**src/mpio_pkg.sv**
```systemverilog
// Package with register indexes, reset values and field positions for the port block
package mpio_pkg;
    // Register indexes; byte address is four times the index
    localparam logic [7:0] IDX_P2_DIR   = 8'h00_C1;
    localparam logic [7:0] IDX_P2_LATCH = 8'h00_C3;
    localparam logic [7:0] IDX_P5_DIR   = 8'h00_C8;
    localparam logic [7:0] IDX_P5_LATCH = 8'h00_CA;
    localparam logic [7:0] IDX_P8_DIR   = 8'h00_CD;
    localparam logic [7:0] IDX_P7_PINS  = 8'h00_CE;
    localparam logic [7:0] IDX_P8_LATCH = 8'h00_CF;
    localparam logic [7:0] IDX_PA_DIR   = 8'h00_D1;
    localparam logic [7:0] IDX_PA_LATCH = 8'h00_D3;
    localparam logic [7:0] IDX_PB_DIR   = 8'h00_D4;
    localparam logic [7:0] IDX_PB_LATCH = 8'h00_D6;
    localparam logic [7:0] IDX_P2_PULL  = 8'h00_D8;
    localparam logic [7:0] IDX_P5_PULL  = 8'h00_DB;
    // Field positions
    localparam int IDX_LSB  = 2;
    localparam int IDX_MSB  = 9;
    localparam int ADR_HI   = 10;
    // Reset values
    localparam logic [7:0] RST_BYTE     = 8'h00_00;
    localparam logic [3:0] RST_NIBBLE   = 4'h0;
    localparam logic [4:0] RST_P8       = 5'h00;
    // Fixed read values of unimplemented bits, write-only registers and unmapped indexes
    localparam logic [3:0] P5_FILL      = 4'hF;
    localparam logic [2:0] P8_FILL      = 3'h7;
    localparam logic [7:0] WO_READ      = 8'h00_FF;
    localparam logic [7:0] BAD_READ     = 8'h00_00;
    // Total count of pins that pass the synchroniser
    localparam int NPINS = 41;
endpackage

```
**src/mpio_sync_if.sv**
```systemverilog
// Interface carrying raw pin levels to the synchroniser and clean levels back
`timescale 1ns/100ps
interface mpio_sync_if;
    import mpio_pkg::*;
    logic [NPINS-1:0] raw;
    logic [NPINS-1:0] level;
    modport core (output raw, input level);
    modport sync (input raw, output level);
endinterface

```
**src/mpio_pin_sync.sv**
```systemverilog
// Two-stage synchroniser for all port pin inputs
`timescale 1ns/100ps
module mpio_pin_sync
    import mpio_pkg::*;
(
    input wire logic   mclk,
    input wire logic   reset,
    mpio_sync_if.sync  sif
);
    logic [NPINS-1:0] stage1;
    logic [NPINS-1:0] stage2;

    // First stage feeds only the second
    always_ff @(posedge mclk) begin
        if (reset) begin
            stage1 <= '0;
            stage2 <= '0;
        end else begin
            stage1 <= sif.raw;
            stage2 <= stage1;
        end
    end

    assign sif.level = stage2;
endmodule

```
**src/mpio_ports.sv**
```systemverilog
// Port register file with Wishbone slave, pin drivers and pull-up control
// Functional notes
// - Direction bit 0 makes the pin an input, 1 makes it an output.
// - Port 7 data is read-only and returns sampled pin levels.
// - Port 8 data has five read/write bits reset to 0; top three read 1.
// - Port B data read/write, direction write-only, both at own addresses, reset 0.
// - Port 2 pull-up bit enables pull-up only while its direction bit is 0.
// - Port 5 pull-up has four low bits, top four read 1, input-only.
`timescale 1ns/100ps
module mpio_ports
    import mpio_pkg::*;
(
    input  wire logic        mclk,
    input  wire logic        reset,
    input  wire logic        wb_cyc_i,
    input  wire logic        wb_stb_i,
    input  wire logic        wb_we_i,
    input  wire logic [31:0] wb_adr_i,
    input  wire logic [3:0]  wb_sel_i,
    input  wire logic [31:0] wb_dat_i,
    output logic      [31:0] wb_dat_o,
    output logic             wb_ack_o,
    input  wire logic [7:0]  p2_in,
    output logic      [7:0]  p2_out,
    output logic      [7:0]  p2_oe_n,
    output logic      [7:0]  p2_pullup,
    input  wire logic [3:0]  p5_in,
    output logic      [3:0]  p5_out,
    output logic      [3:0]  p5_oe_n,
    output logic      [3:0]  p5_pullup,
    input  wire logic [7:0]  p7_in,
    input  wire logic [4:0]  p8_in,
    output logic      [4:0]  p8_out,
    output logic      [4:0]  p8_oe_n,
    input  wire logic [7:0]  pa_in,
    output logic      [7:0]  pa_out,
    output logic      [7:0]  pa_oe_n,
    input  wire logic [7:0]  pb_in,
    output logic      [7:0]  pb_out,
    output logic      [7:0]  pb_oe_n
);
    mpio_sync_if sif ();

    logic [7:0] port_2_direction;
    logic [7:0] port_2_output_latch;
    logic [7:0] port_2_pullup_enable;
    logic [3:0] port_5_direction;
    logic [3:0] port_5_output_latch;
    logic [3:0] port_5_pullup_enable;
    logic [4:0] port_8_direction;
    logic [4:0] port_8_output_latch;
    logic [7:0] port_a_direction;
    logic [7:0] port_a_output_latch;
    logic [7:0] port_b_direction;
    logic [7:0] port_b_output_latch;
    logic [7:0] p2_lvl;
    logic [3:0] p5_lvl;
    logic [7:0] p7_lvl;
    logic [4:0] p8_lvl;
    logic [7:0] pa_lvl;
    logic [7:0] pb_lvl;
    logic       req;
    logic       wr_go;
    logic       hi_zero;
    logic [7:0] idx;
    logic [7:0] next_rdata;
    logic [7:0] p5_mix;

    // Per-bit data read: latch when output, pin when input
    function automatic logic [7:0] mix_read(input logic [7:0] dir,
                                            input logic [7:0] latch,
                                            input logic [7:0] pins);
        mix_read = (dir & latch) | (~dir & pins);
    endfunction

    // Port 5 data read widened to a byte for the shared mixer
    assign p5_mix = mix_read({4'h0, port_5_direction}, {4'h0, port_5_output_latch},
                             {4'h0, p5_lvl});

    // Pin synchroniser
    assign sif.raw = {pb_in, pa_in, p8_in, p7_in, p5_in, p2_in};
    assign {pb_lvl, pa_lvl, p8_lvl, p7_lvl, p5_lvl, p2_lvl} = sif.level;

    mpio_pin_sync u_sync (
        .mclk  (mclk),
        .reset (reset),
        .sif   (sif)
    );

    // Bus decode
    assign req     = wb_cyc_i & wb_stb_i;
    assign wr_go   = req & wb_ack_o & wb_we_i & wb_sel_i[0];
    assign idx     = wb_adr_i[IDX_MSB:IDX_LSB];
    assign hi_zero = (wb_adr_i[31:ADR_HI] == '0);

    // Ack one cycle after request, dropped the cycle after
    always_ff @(posedge mclk) begin
        if (reset) begin
            wb_ack_o <= 1'b0;
        end else begin
            wb_ack_o <= req & ~wb_ack_o;
        end
    end

    // Read mux
    always_comb begin
        next_rdata = BAD_READ;
        if (hi_zero) begin
            unique case (idx)
                IDX_P2_DIR:   next_rdata = WO_READ;
                IDX_P5_DIR:   next_rdata = WO_READ;
                IDX_P8_DIR:   next_rdata = WO_READ;
                IDX_PA_DIR:   next_rdata = WO_READ;
                IDX_PB_DIR:   next_rdata = WO_READ;
                IDX_P2_LATCH: next_rdata = mix_read(port_2_direction,
                                                    port_2_output_latch, p2_lvl);
                IDX_P5_LATCH: next_rdata = {P5_FILL, p5_mix[3:0]};
                IDX_P7_PINS:  next_rdata = p7_lvl;
                IDX_P8_LATCH: next_rdata = {P8_FILL, port_8_output_latch};
                IDX_PA_LATCH: next_rdata = mix_read(port_a_direction,
                                                    port_a_output_latch, pa_lvl);
                IDX_PB_LATCH: next_rdata = mix_read(port_b_direction,
                                                    port_b_output_latch, pb_lvl);
                IDX_P2_PULL:  next_rdata = port_2_pullup_enable;
                IDX_P5_PULL:  next_rdata = {P5_FILL, port_5_pullup_enable};
                default:      next_rdata = BAD_READ;
            endcase
        end
    end

    // Read data register, loaded on the request cycle
    always_ff @(posedge mclk) begin
        if (reset) begin
            wb_dat_o <= '0;
        end else if (req & ~wb_ack_o) begin
            wb_dat_o <= {24'h00_0000, next_rdata};
        end
    end

    // Port 2 registers
    always_ff @(posedge mclk) begin
        if (reset) begin
            port_2_direction     <= RST_BYTE;
            port_2_output_latch  <= RST_BYTE;
            port_2_pullup_enable <= RST_BYTE;
        end else if (wr_go & hi_zero) begin
            if (idx == IDX_P2_DIR)   port_2_direction     <= wb_dat_i[7:0];
            if (idx == IDX_P2_LATCH) port_2_output_latch  <= wb_dat_i[7:0];
            if (idx == IDX_P2_PULL)  port_2_pullup_enable <= wb_dat_i[7:0];
        end
    end

    // Port 5 registers, low nibble only
    always_ff @(posedge mclk) begin
        if (reset) begin
            port_5_direction     <= RST_NIBBLE;
            port_5_output_latch  <= RST_NIBBLE;
            port_5_pullup_enable <= RST_NIBBLE;
        end else if (wr_go & hi_zero) begin
            if (idx == IDX_P5_DIR)   port_5_direction     <= wb_dat_i[3:0];
            if (idx == IDX_P5_LATCH) port_5_output_latch  <= wb_dat_i[3:0];
            if (idx == IDX_P5_PULL)  port_5_pullup_enable <= wb_dat_i[3:0];
        end
    end

    // Port 8 registers, low five bits only
    always_ff @(posedge mclk) begin
        if (reset) begin
            port_8_direction    <= RST_P8;
            port_8_output_latch <= RST_P8;
        end else if (wr_go & hi_zero) begin
            if (idx == IDX_P8_DIR)   port_8_direction    <= wb_dat_i[4:0];
            if (idx == IDX_P8_LATCH) port_8_output_latch <= wb_dat_i[4:0];
        end
    end

    // Port A and port B registers
    always_ff @(posedge mclk) begin
        if (reset) begin
            port_a_direction    <= RST_BYTE;
            port_a_output_latch <= RST_BYTE;
            port_b_direction    <= RST_BYTE;
            port_b_output_latch <= RST_BYTE;
        end else if (wr_go & hi_zero) begin
            if (idx == IDX_PA_DIR)   port_a_direction    <= wb_dat_i[7:0];
            if (idx == IDX_PA_LATCH) port_a_output_latch <= wb_dat_i[7:0];
            if (idx == IDX_PB_DIR)   port_b_direction    <= wb_dat_i[7:0];
            if (idx == IDX_PB_LATCH) port_b_output_latch <= wb_dat_i[7:0];
        end
    end

    // Pin drivers: enable low while driving
    assign p2_out  = port_2_output_latch;
    assign p2_oe_n = ~port_2_direction;
    assign p5_out  = port_5_output_latch;
    assign p5_oe_n = ~port_5_direction;
    assign p8_out  = port_8_output_latch;
    assign p8_oe_n = ~port_8_direction;
    assign pa_out  = port_a_output_latch;
    assign pa_oe_n = ~port_a_direction;
    assign pb_out  = port_b_output_latch;
    assign pb_oe_n = ~port_b_direction;

    // Pull-ups only on input pins
    assign p2_pullup = port_2_pullup_enable & ~port_2_direction;
    assign p5_pullup = port_5_pullup_enable & ~port_5_direction;
endmodule

```
**config.mk**
```make
export PLATFORM = sky130hd
export DESIGN_NAME = mpio_ports
export DESIGN_NICKNAME = d
export VERILOG_FILES = /design/src/mpio_pkg.sv /design/src/mpio_sync_if.sv /design/src/mpio_pin_sync.sv /design/src/mpio_ports.sv
export SDC_FILE = /design/constraint.sdc
export NUM_CORES = 1
export LEC_CHECK = 0
export ABC_AREA = 1
export CORE_AREA = 8 8 118 120
export DETAILED_ROUTE_END_ITERATION = 8
export DIE_AREA = 0 0 126 128
export DONT_BUFFER_PORTS = 1
export GPL_ROUTABILITY_DRIVEN = 1
export PLACE_DENSITY_LB_ADDON = 0.08
export SYNTH_ARGS = -nofsm -noshare
export SYNTH_HDL_FRONTEND = slang
export SYNTH_SLANG_ARGS = --single-unit
```
**constraint.sdc**
```tcl
create_clock -name mclk -period 1.2 [get_ports mclk]
set_input_delay 0.06 -clock mclk [delete_from_list [all_inputs] [get_ports mclk]]
set_output_delay 0.06 -clock mclk [all_outputs]
set_load 0.02 [all_outputs]
```
### Word-level counts from Yosys, hierarchy flattened

Index checks and enable logic that the tools add are counted.

* flip-flop bits (word level): 169
* bits of input ports: 114
* output and inout port bits: 111
* logic and storage cells: 72

* equality and inequality tests: 13
* multiplexer cells: 2
* bitwise logic cells: 27
* reduce and logical (&&, ||, !) cells: 14

Operator list (count)
* == test 8 bit, second input constant: 13
* case mux 8 bit (9 select lines): 1
* bitwise AND 8 bit: 7
* inverter 8 bit: 3
* OR 8 bit: 3
* AND reduction 2 bit: 12
* zero test 22 bit: 1
* bitwise AND 4 bit: 3
* 2-to-1 mux 8 bit: 1
* inverter 4 bit: 2
* bitwise AND 1 bit: 6
* inverter 5 bit: 1
* OR reduction 5 bit: 1
* OR 4 bit: 1
* inverter 1 bit: 1

### Depth between registers and ports, before layout

Gate-level depths: netlist of the first run.

* depth after elaboration: 6
* mapped depth: 11
* depth with buffers taken out: 9

### Modules after synthesis

A second synthesis of the first run with hierarchy kept.

* cell total of the unflattened synthesis: 983
* area total of the unflattened synthesis: 7019.2 µm²

By module, submodules not included
* mpio_ports: times used 1, cells each 728, area an instance 4640.7 µm², sequential area each 1741.7 µm²
* mpio_pin_sync: times used 1, cells each 255, area an instance 2378.5 µm², sequential area each 1641.6 µm²

### Worst setup path after synthesis of the first run

Ideal clock, no wire load.

* kind: reg-to-reg
* start point: reg wb_ack_o
* end point: reg port_a_output_latch[0] (netlist: pa_out[0])
* library setup time: 118 ps
* arrival time: 1377 ps
* required time: 1082 ps
* path slack: -295 ps
* cell stages (with the launch flop): 8
* buffers on the path: 2
* clock period less this slack: 1495 ps
* path through: dfxtp_1 -> nand3_1 -> nor2_1 -> nand4_4 -> buf_6 -> buf_6 -> nor3_1 -> nor2_1

* longest elaborated chain between the ends: 5

Ends and longest elaborated chain
* from (decl): line mpio_ports.sv:22 `output logic wb_ack_o,`
* from (signal assigned): line mpio_ports.sv:101 `wb_ack_o <= req & ~wb_ack_o;`
* bitwise AND 1 bit (3 in a row): line mpio_ports.sv:92 `assign wr_go = req & wb_ack_o & wb_we_i & wb_sel_i[0];`
* bitwise AND 1 bit: line mpio_ports.sv:184 `end else if (wr_go & hi_zero) begin`
* AND reduction 2 bit (no line)
* to (signal assigned): line mpio_ports.sv:186 `if (idx == IDX_PA_LATCH) port_a_output_latch <= wb_dat_i[7:0];`
* to (decl): line mpio_ports.sv:53 `logic [7:0] port_a_output_latch;`

Every way passes these cells.
A chain may end at the register's enable or synchronous reset.

### Final worst setup path of the first run

* start point: reg wb_ack_o
* end point: reg port_5_direction[2]

* longest elaborated chain between the ends: 5

Ends and longest elaborated chain
* bitwise AND 1 bit (3 in a row): line mpio_ports.sv:92
* bitwise AND 1 bit: line mpio_ports.sv:159 `end else if (wr_go & hi_zero) begin`
* AND reduction 2 bit (no line)
* to (signal assigned): line mpio_ports.sv:160 `if (idx == IDX_P5_DIR) port_5_direction <= wb_dat_i[3:0];`
* to (decl): line mpio_ports.sv:47 `logic [3:0] port_5_direction;`

Every way passes these cells.

==> impl_metrics.env, run 1 <==
export IMPL_grt_first_pass_wirelength_um=35640
export IMPL_port_buffer_count=0
export IMPL_die_w_um=126
export IMPL_cp_cell_sequence="nand3_4 -> nor2_4 -> nand4_4 -> buf_12 -> buf_12 -> nor2_4 -> o21ai_1 -> nor2_1"
export IMPL_finalSetupViolCount=78
export IMPL_htree_levels=4
export IMPL_synth_avg_cell_area_sq_um=7.044
export IMPL_synth_ff_type="dfxtp_1"
export IMPL_synth_edff_count=0
export IMPL_cts_root_buf="clkbuf_16"
export IMPL_gp_congestion=0.8975
export IMPL_crit_path_top_delay_cell="dfxtp_4"
export IMPL_violations="hold timing, setup timing"
export IMPL_maxCapViolations=0
export IMPL_synthCells=950
export IMPL_synth_cell_type_count=24
export IMPL_synth_area_leaders="dfxtp_1, nor2_1, nand2_1"
export IMPL_worst_slack_ns=-0.2033
export IMPL_setup_tns_ns=-10.65
export IMPL_drive_above_1_share_pct=30.53
export IMPL_antenna_found_initial=1
export IMPL_dp_cells=1193
export IMPL_cts_sinks=159
export IMPL_hold_class="in2reg"
export IMPL_wl_met2_um=11520
export IMPL_worstSetupEndpointType="register"
export IMPL_fmax_ghz=0.7126
export IMPL_rsz0062_at_grt="yes"
export IMPL_via_count=6885
export IMPL_seqCellArea_sq_um=3239
export IMPL_yosysTopAreaCell="dfxtp_1"
export IMPL_wl_met1_um=9089
export IMPL_core_area_sq_um=12210
export IMPL_clk_latency_ns=0.43
export IMPL_clk_pin_slew_worst_paths_ns=0.06
export IMPL_critPathTopFamily="simple AND/OR/NAND/NOR gates"
export IMPL_synth_top_area_share_pct=47.57
export IMPL_hold_violations=12
export IMPL_wl_per_cell_um=17.86
export IMPL_period_share_pct=116.9
export IMPL_post_synth_top_count_cell="nor2_1"
export IMPL_syn2layout_area_growth_pct=44.52
export IMPL_crit_required_ns=1.55
export IMPL_final_cells=1305
export IMPL_holdWs_ns=-0.2285
export IMPL_first_pass_iters=5
export IMPL_multi_input_area_sq_um=3273
export IMPL_postLayoutCellArea_sq_um=9671
export IMPL_tightest_slew_ns=0.9042
export IMPL_p_per_area_nw_per_um2=1175
export IMPL_place_hpwl_um=14790
export IMPL_syn_cell_area_sq_um=6691
export IMPL_grt_max_degree=38
export IMPL_fin_skew_ns=0.009810
export IMPL_status="complete, but fails checks"
export IMPL_cts_hold_buffers_added=75
export IMPL_power_mw=11.36
export IMPL_pin_count=225
export IMPL_crit_buf_inv=2
export IMPL_synth_async_reset_ratio_pct=0
export IMPL_viasPerCell=5.276
export IMPL_synth_seq_cells=159
export IMPL_ir_drop_uv=1154
export IMPL_drt_iter0_markers=506
export IMPL_critPathMaxStageDelay_ns=0.36
export IMPL_route_detailed_drc=0
export IMPL_grt_pass1_vias=6886
export IMPL_synth_top_cells_by_count="nor2_1, dfxtp_1, nand2_1"
export IMPL_ant_nets=0
export IMPL_routed_wl_met3_um=2075
export IMPL_critical_path_class="reg2reg"
export IMPL_placed_cell_area_sq_um=7720
export IMPL_cp_start_kind="register"
export IMPL_worst_endpoint_arrival_ns=1.75
export IMPL_rows=41
export IMPL_wirelength_um=23310
export IMPL_cts_buffers_inserted=17
export IMPL_crit_path_max_fanout=23
export IMPL_die_y_um=128
export IMPL_relSlewSlack_pct=39.52
export IMPL_p_leak_nw=4.338
export IMPL_dieArea_sq_um=16130
export IMPL_cts_path_max_buffers=2
export IMPL_highest_layer="met4"
export IMPL_grt_overflow=0
export IMPL_grt_use_total_pct=28.12
export IMPL_yosysSeqAreaShare_pct=47.57
export IMPL_post_route_min_period_ns=1.403
export IMPL_drv_slew=0
export IMPL_fin_nets=1254
export IMPL_cts_tree="yes"
export IMPL_fillers=833
export IMPL_start_util_pct=54.81
export IMPL_post_route_util_pct=79.21
export IMPL_synth_warnings=0
-- area by class of cell --
type,count,share of cell area (%)
Antenna cell,2,0.05175
Sequential cell,159,33.50
Inverter,126,4.904
Clock inverter,13,1.307
Clock buffer,19,4.580
Multi-Input combinational cell,625,33.85
Tap cell,150,1.941
Timing Repair Buffer,211,19.87
-- cells by family after synthesis --
family | Yosys count | synth area share, %
AOI/OAI and AO/OA | 88 | 6.657
buffers and inverters | 189 | 13.01
other | 1 | 0.05604
DFF | 159 | 47.57
and+or+nand+nor | 513 | 32.70
-- worst reg2reg max path: cells and delay by family (launching register included) --
family	cells	cell delay (ns)
AND/OR/NAND/NOR	5	0.53
flip-flops	1	0.36
AO/OA/AOI/OAI	1	0.08
buffers and inverters	2	0.38
-- power breakdown --
part	switching [mW]	internal (mW)	leakage, nW
registers	0.0433	5.38	1.31
clock network	2.27	2.94	0.267
logic	0.439	0.286	2.76
-- state kept, by name, indices dropped and copies added, names as in the netlist --
signal / count
p2_out: 8
p5_out: 4
p8_out: 5
pa_out: 8
pb_out: 8
port_2_direction: 8
port_2_pullup_enable: 8
port_5_direction: 4
port_5_pullup_enable: 4
port_8_direction: 5
port_a_direction: 8
port_b_direction: 8
u_sync.sif.level: 36
u_sync.stage1: 36
wb_ack_o: 1
wb_dat_o: 8
-- path summary, 6_finish.rpt --
check	from	cells after the start	endpoint	slack (ns)
min reg2reg	u_sync.stage1[6]	2	u_sync.sif.level[6]	0.39
min	wb_dat_i[2]	2	pb_out[2]	-0.23
max	wb_ack_o	8	port_5_direction[2]	-0.20
max reg2reg	wb_ack_o	8	port_5_direction[2]	-0.20
-- placed cells by master, fill, tap and decap left out, drive strengths merged --
| cell | synthesis | routed |
|---|---|---|
| nor2 | 215 | 215 |
| dfxtp | 159 | 159 |
| nand2 | 141 | 141 |
| buf | 40 | 138 |
| inv | 124 | 129 |
| nor3 | 81 | 81 |
| o21ai | 78 | 78 |
| dlygate4sd3 | 0 | 73 |
| nand3 | 69 | 69 |
| conb | 1 | 24 |
| clkbuf | 23 | 19 |
| a21oi | 8 | 8 |
| clkinv | 2 | 5 |
| or2 | 4 | 4 |
| clkinvlp | 0 | 4 |
| diode | 0 | 2 |
| a21boi | 2 | 2 |
| nand4 | 1 | 1 |
| nor4 | 1 | 1 |
| and3 | 1 | 1 |
| bufinv | 0 | 1 |
-- repair_timing --
| action | in CTS | in global routing |
|---|---|---|
| setup endpoints to repair | 102 | 98 |
| hold endpoints to repair | 159 | 12 |
| pin swaps | 1 | 43 |
| buffers inserted | 0 | 3 |
| gates resized for setup | 68 | 136 |
-- per-stage QoR --
| step | hold slack, ns | setup WS, ns |
|---|---|---|
| after global placement | 0.1359 | -0.2118 |
| final | -0.2285 | -0.2033 |
| after detailed placement | 0.1385 | -0.2794 |
| after CTS | -0.2407 | -0.1984 |
| after floorplan | 0.1670 | -0.1415 |
| after global routing | -0.2233 | -0.2877 |
-- layer usage --
| layer | up-vias | GRT usage (%) |
|---|---|---|
| met1 | 3235 | 32.25 |
| met3 | 43 | 8.195 |
| met4 | 0 | 12.38 |
| met5 | - | 0 |
| li1 | 3302 | - |
| met2 | 305 | 47.87 |
Note: power is estimated with default switching activity, not from simulation.
==> run 2, diff against run 1 <==
--- a/config.mk
+++ b/config.mk
@@ -7,6 +7,7 @@
 export LEC_CHECK = 0
 export ABC_AREA = 1
 export CORE_AREA = 8 8 118 120
+export CTS_BUF_LIST = sky130_fd_sc_hd__clkbuf_16
 export DETAILED_ROUTE_END_ITERATION = 8
 export DIE_AREA = 0 0 126 128
 export DONT_BUFFER_PORTS = 1
==> impl_metrics.env, run 2 (same netlist as run 1, synthesis figures left out) <==
export IMPL_status="complete, but fails checks"
export IMPL_violations="setup timing"
export IMPL_crit_required_ns=1.56
export IMPL_holdWs_ns=0.09422
export IMPL_grt_first_pass_wirelength_um=35570
export IMPL_rows=41
export IMPL_crit_path_top_delay_cell="dfxtp_4"
export IMPL_grt_pass1_vias=6866
export IMPL_multi_input_area_sq_um=3263
export IMPL_drt_iter0_markers=546
export IMPL_ir_drop_uv=1154
export IMPL_drive_above_1_share_pct=30.24
export IMPL_via_count=6954
export IMPL_layout_common_cells="nor2_1, dfxtp_1, buf_4, nand2_1, inv_1"
export IMPL_drv_slew=0
export IMPL_cp_start_kind="register"
export IMPL_viasPerCell=5.329
export IMPL_fin_skew_ns=0.008486
export IMPL_finalSetupViolCount=78
export IMPL_port_buffer_count=0
export IMPL_holdPathStages=3
export IMPL_clk_latency_ns=0.43
export IMPL_syn2layout_area_growth_pct=44.28
export IMPL_cts_root_buf="clkbuf_16"
export IMPL_die_w_um=126
export IMPL_period_share_pct=118.5
export IMPL_hold_violations=0
export IMPL_critical_path_class="reg2reg"
export IMPL_post_route_min_period_ns=1.422
export IMPL_wl_per_cell_um=17.82
export IMPL_min_to="wb_dat_o[3]"
export IMPL_p_leak_nw=4.339
export IMPL_worst_endpoint_arrival_ns=1.78
export IMPL_hold_class="in2reg"
export IMPL_antenna_found_initial=1
export IMPL_start_util_pct=54.81
export IMPL_die_y_um=128
export IMPL_pin_count=225
export IMPL_fmax_ghz=0.7034
export IMPL_cts_buffers_inserted=17
export IMPL_seqCellArea_sq_um=3239
export IMPL_first_pass_iters=6
export IMPL_ant_nets=0
export IMPL_maxCapViolations=0
export IMPL_crit_path_max_fanout=23
export IMPL_reg2reg_to="p2_out[3]"
export IMPL_gp_congestion=0.8975
export IMPL_p_per_area_nw_per_um2=1171
export IMPL_post_route_util_pct=79.07
export IMPL_place_hpwl_um=14790
export IMPL_r2r_start="wb_ack_o"
export IMPL_route_detailed_drc=0
export IMPL_cp_cell_sequence="nand3_4 -> nor2_4 -> nand4_4 -> buf_12 -> nor2_1 -> buf_4 -> o21ai_0 -> nor2_1"
export IMPL_critPathMaxStageDelay_ns=0.36
export IMPL_reg2reg_depth=8
export IMPL_fillers=835
export IMPL_grt_overflow=0
export IMPL_clk_pin_slew_worst_paths_ns=0.06
export IMPL_grt_max_degree=38
export IMPL_fin_nets=1255
export IMPL_wirelength_um=23260
export IMPL_reg2reg_slack_ns=-0.22
export IMPL_cts_sinks=159
export IMPL_cts_path_max_buffers=2
export IMPL_dieArea_sq_um=16130
export IMPL_core_area_sq_um=12210
export IMPL_relSlewSlack_pct=38.63
export IMPL_final_common_cell="nor2_1"
export IMPL_htree_levels=4
export IMPL_worstSetupEndpointType="register"
export IMPL_worst_slack_ns=-0.2216
export IMPL_grt_use_total_pct=28.05
export IMPL_hp_start="reset"
export IMPL_tightest_slew_ns=0.9176
export IMPL_path_common_cell="nor2_1"
export IMPL_rsz0062_at_grt="yes"
export IMPL_cts_tree="yes"
## run 2: cell types whose count changed in the layout (fill, tap and decap cells not counted), sizes merged
cell	before	now
clkbuf	19	17
inv	129	130
clkinv	5	6
diode	2	1
dlygate4sd3	73	74
## run 2: power breakdown
group / switching [mW] / internal [mW]
logic: 0.451 / 0.288
clock network: 2.28 / 2.87
registers: 0.0432 / 5.38
total: 2.78 / 8.53
## run 2: through the flow
| step | std cells | TNS [ns] | setup slack (ns) | total power [mW] | area (sq um) |
|---|---|---|---|---|---|
| 6_report | 1305 | -10.94 | -0.2216 | 11.31 | 9654 |
| 5_1_grt | 1305 | -17.25 | -0.2774 | 11.63 | 9654 |
| 4_1_cts | 1300 | -9.805 | -0.1983 | 11.25 | 9275 |
| 3_5_place_dp | 1193 | -16.63 | -0.2794 | 5.929 | 7720 |
| 3_3_place_gp | 1193 | -13.65 | -0.2118 | 5.915 | 7720 |
| 2_1_floorplan | 973 | -10.55 | -0.1415 | 5.935 | 6833 |
## run 2: repair_timing
action,4_1_cts,5_1_grt
pin swaps,0,44
setup endpoints to repair,102,99
hold buffers,75,1
resized for setup,65,133
endpoints found under the hold margin,159,12
setup buffers,0,3
## run 2: critical path, delay by kind of cell, from the launching register on
kind / cells / cell delay, ns
flops: 1 / 0.36
compound gates: 1 / 0.11
buf+inv: 2 / 0.35
simple gates: 5 / 0.53
## run 2: worst max-delay path by stage
stage | start | to | slack (ns) | cells after the start
floorplan | wb_ack_o | pa_out[0] | -0.14 | 7
global placement | wb_adr_i[25] | p5_out[0] | -0.21 | 8
detailed placement | wb_adr_i[25] | port_5_direction[2] | -0.28 | 8
CTS | wb_ack_o | port_5_direction[2] | -0.20 | 8
global route | wb_ack_o | p2_out[3] | -0.28 | 8
finish | wb_ack_o | p2_out[3] | -0.22 | 8
## run 2: layout make-up
type | instances | share of cell area [%]
flip-flops and latches | 159 | 33.55
inverters | 126 | 4.912
repair buffers | 212 | 19.97
well taps | 150 | 1.944
clock buffers | 17 | 4.406
multi-input cells | 625 | 33.80
diodes | 1 | 0.02592
clock inverters | 15 | 1.387
## run 2: metal layers
metal | wire [um] | track usage [%] | vias up
met4 | 677 | 11.82 | 0
li1 | - | - | 3308
met2 | 11480 | 47.74 | 317
met3 | 2145 | 8.486 | 49
met1 | 8953 | 32.20 | 3280
met5 | 0 | 0 | -
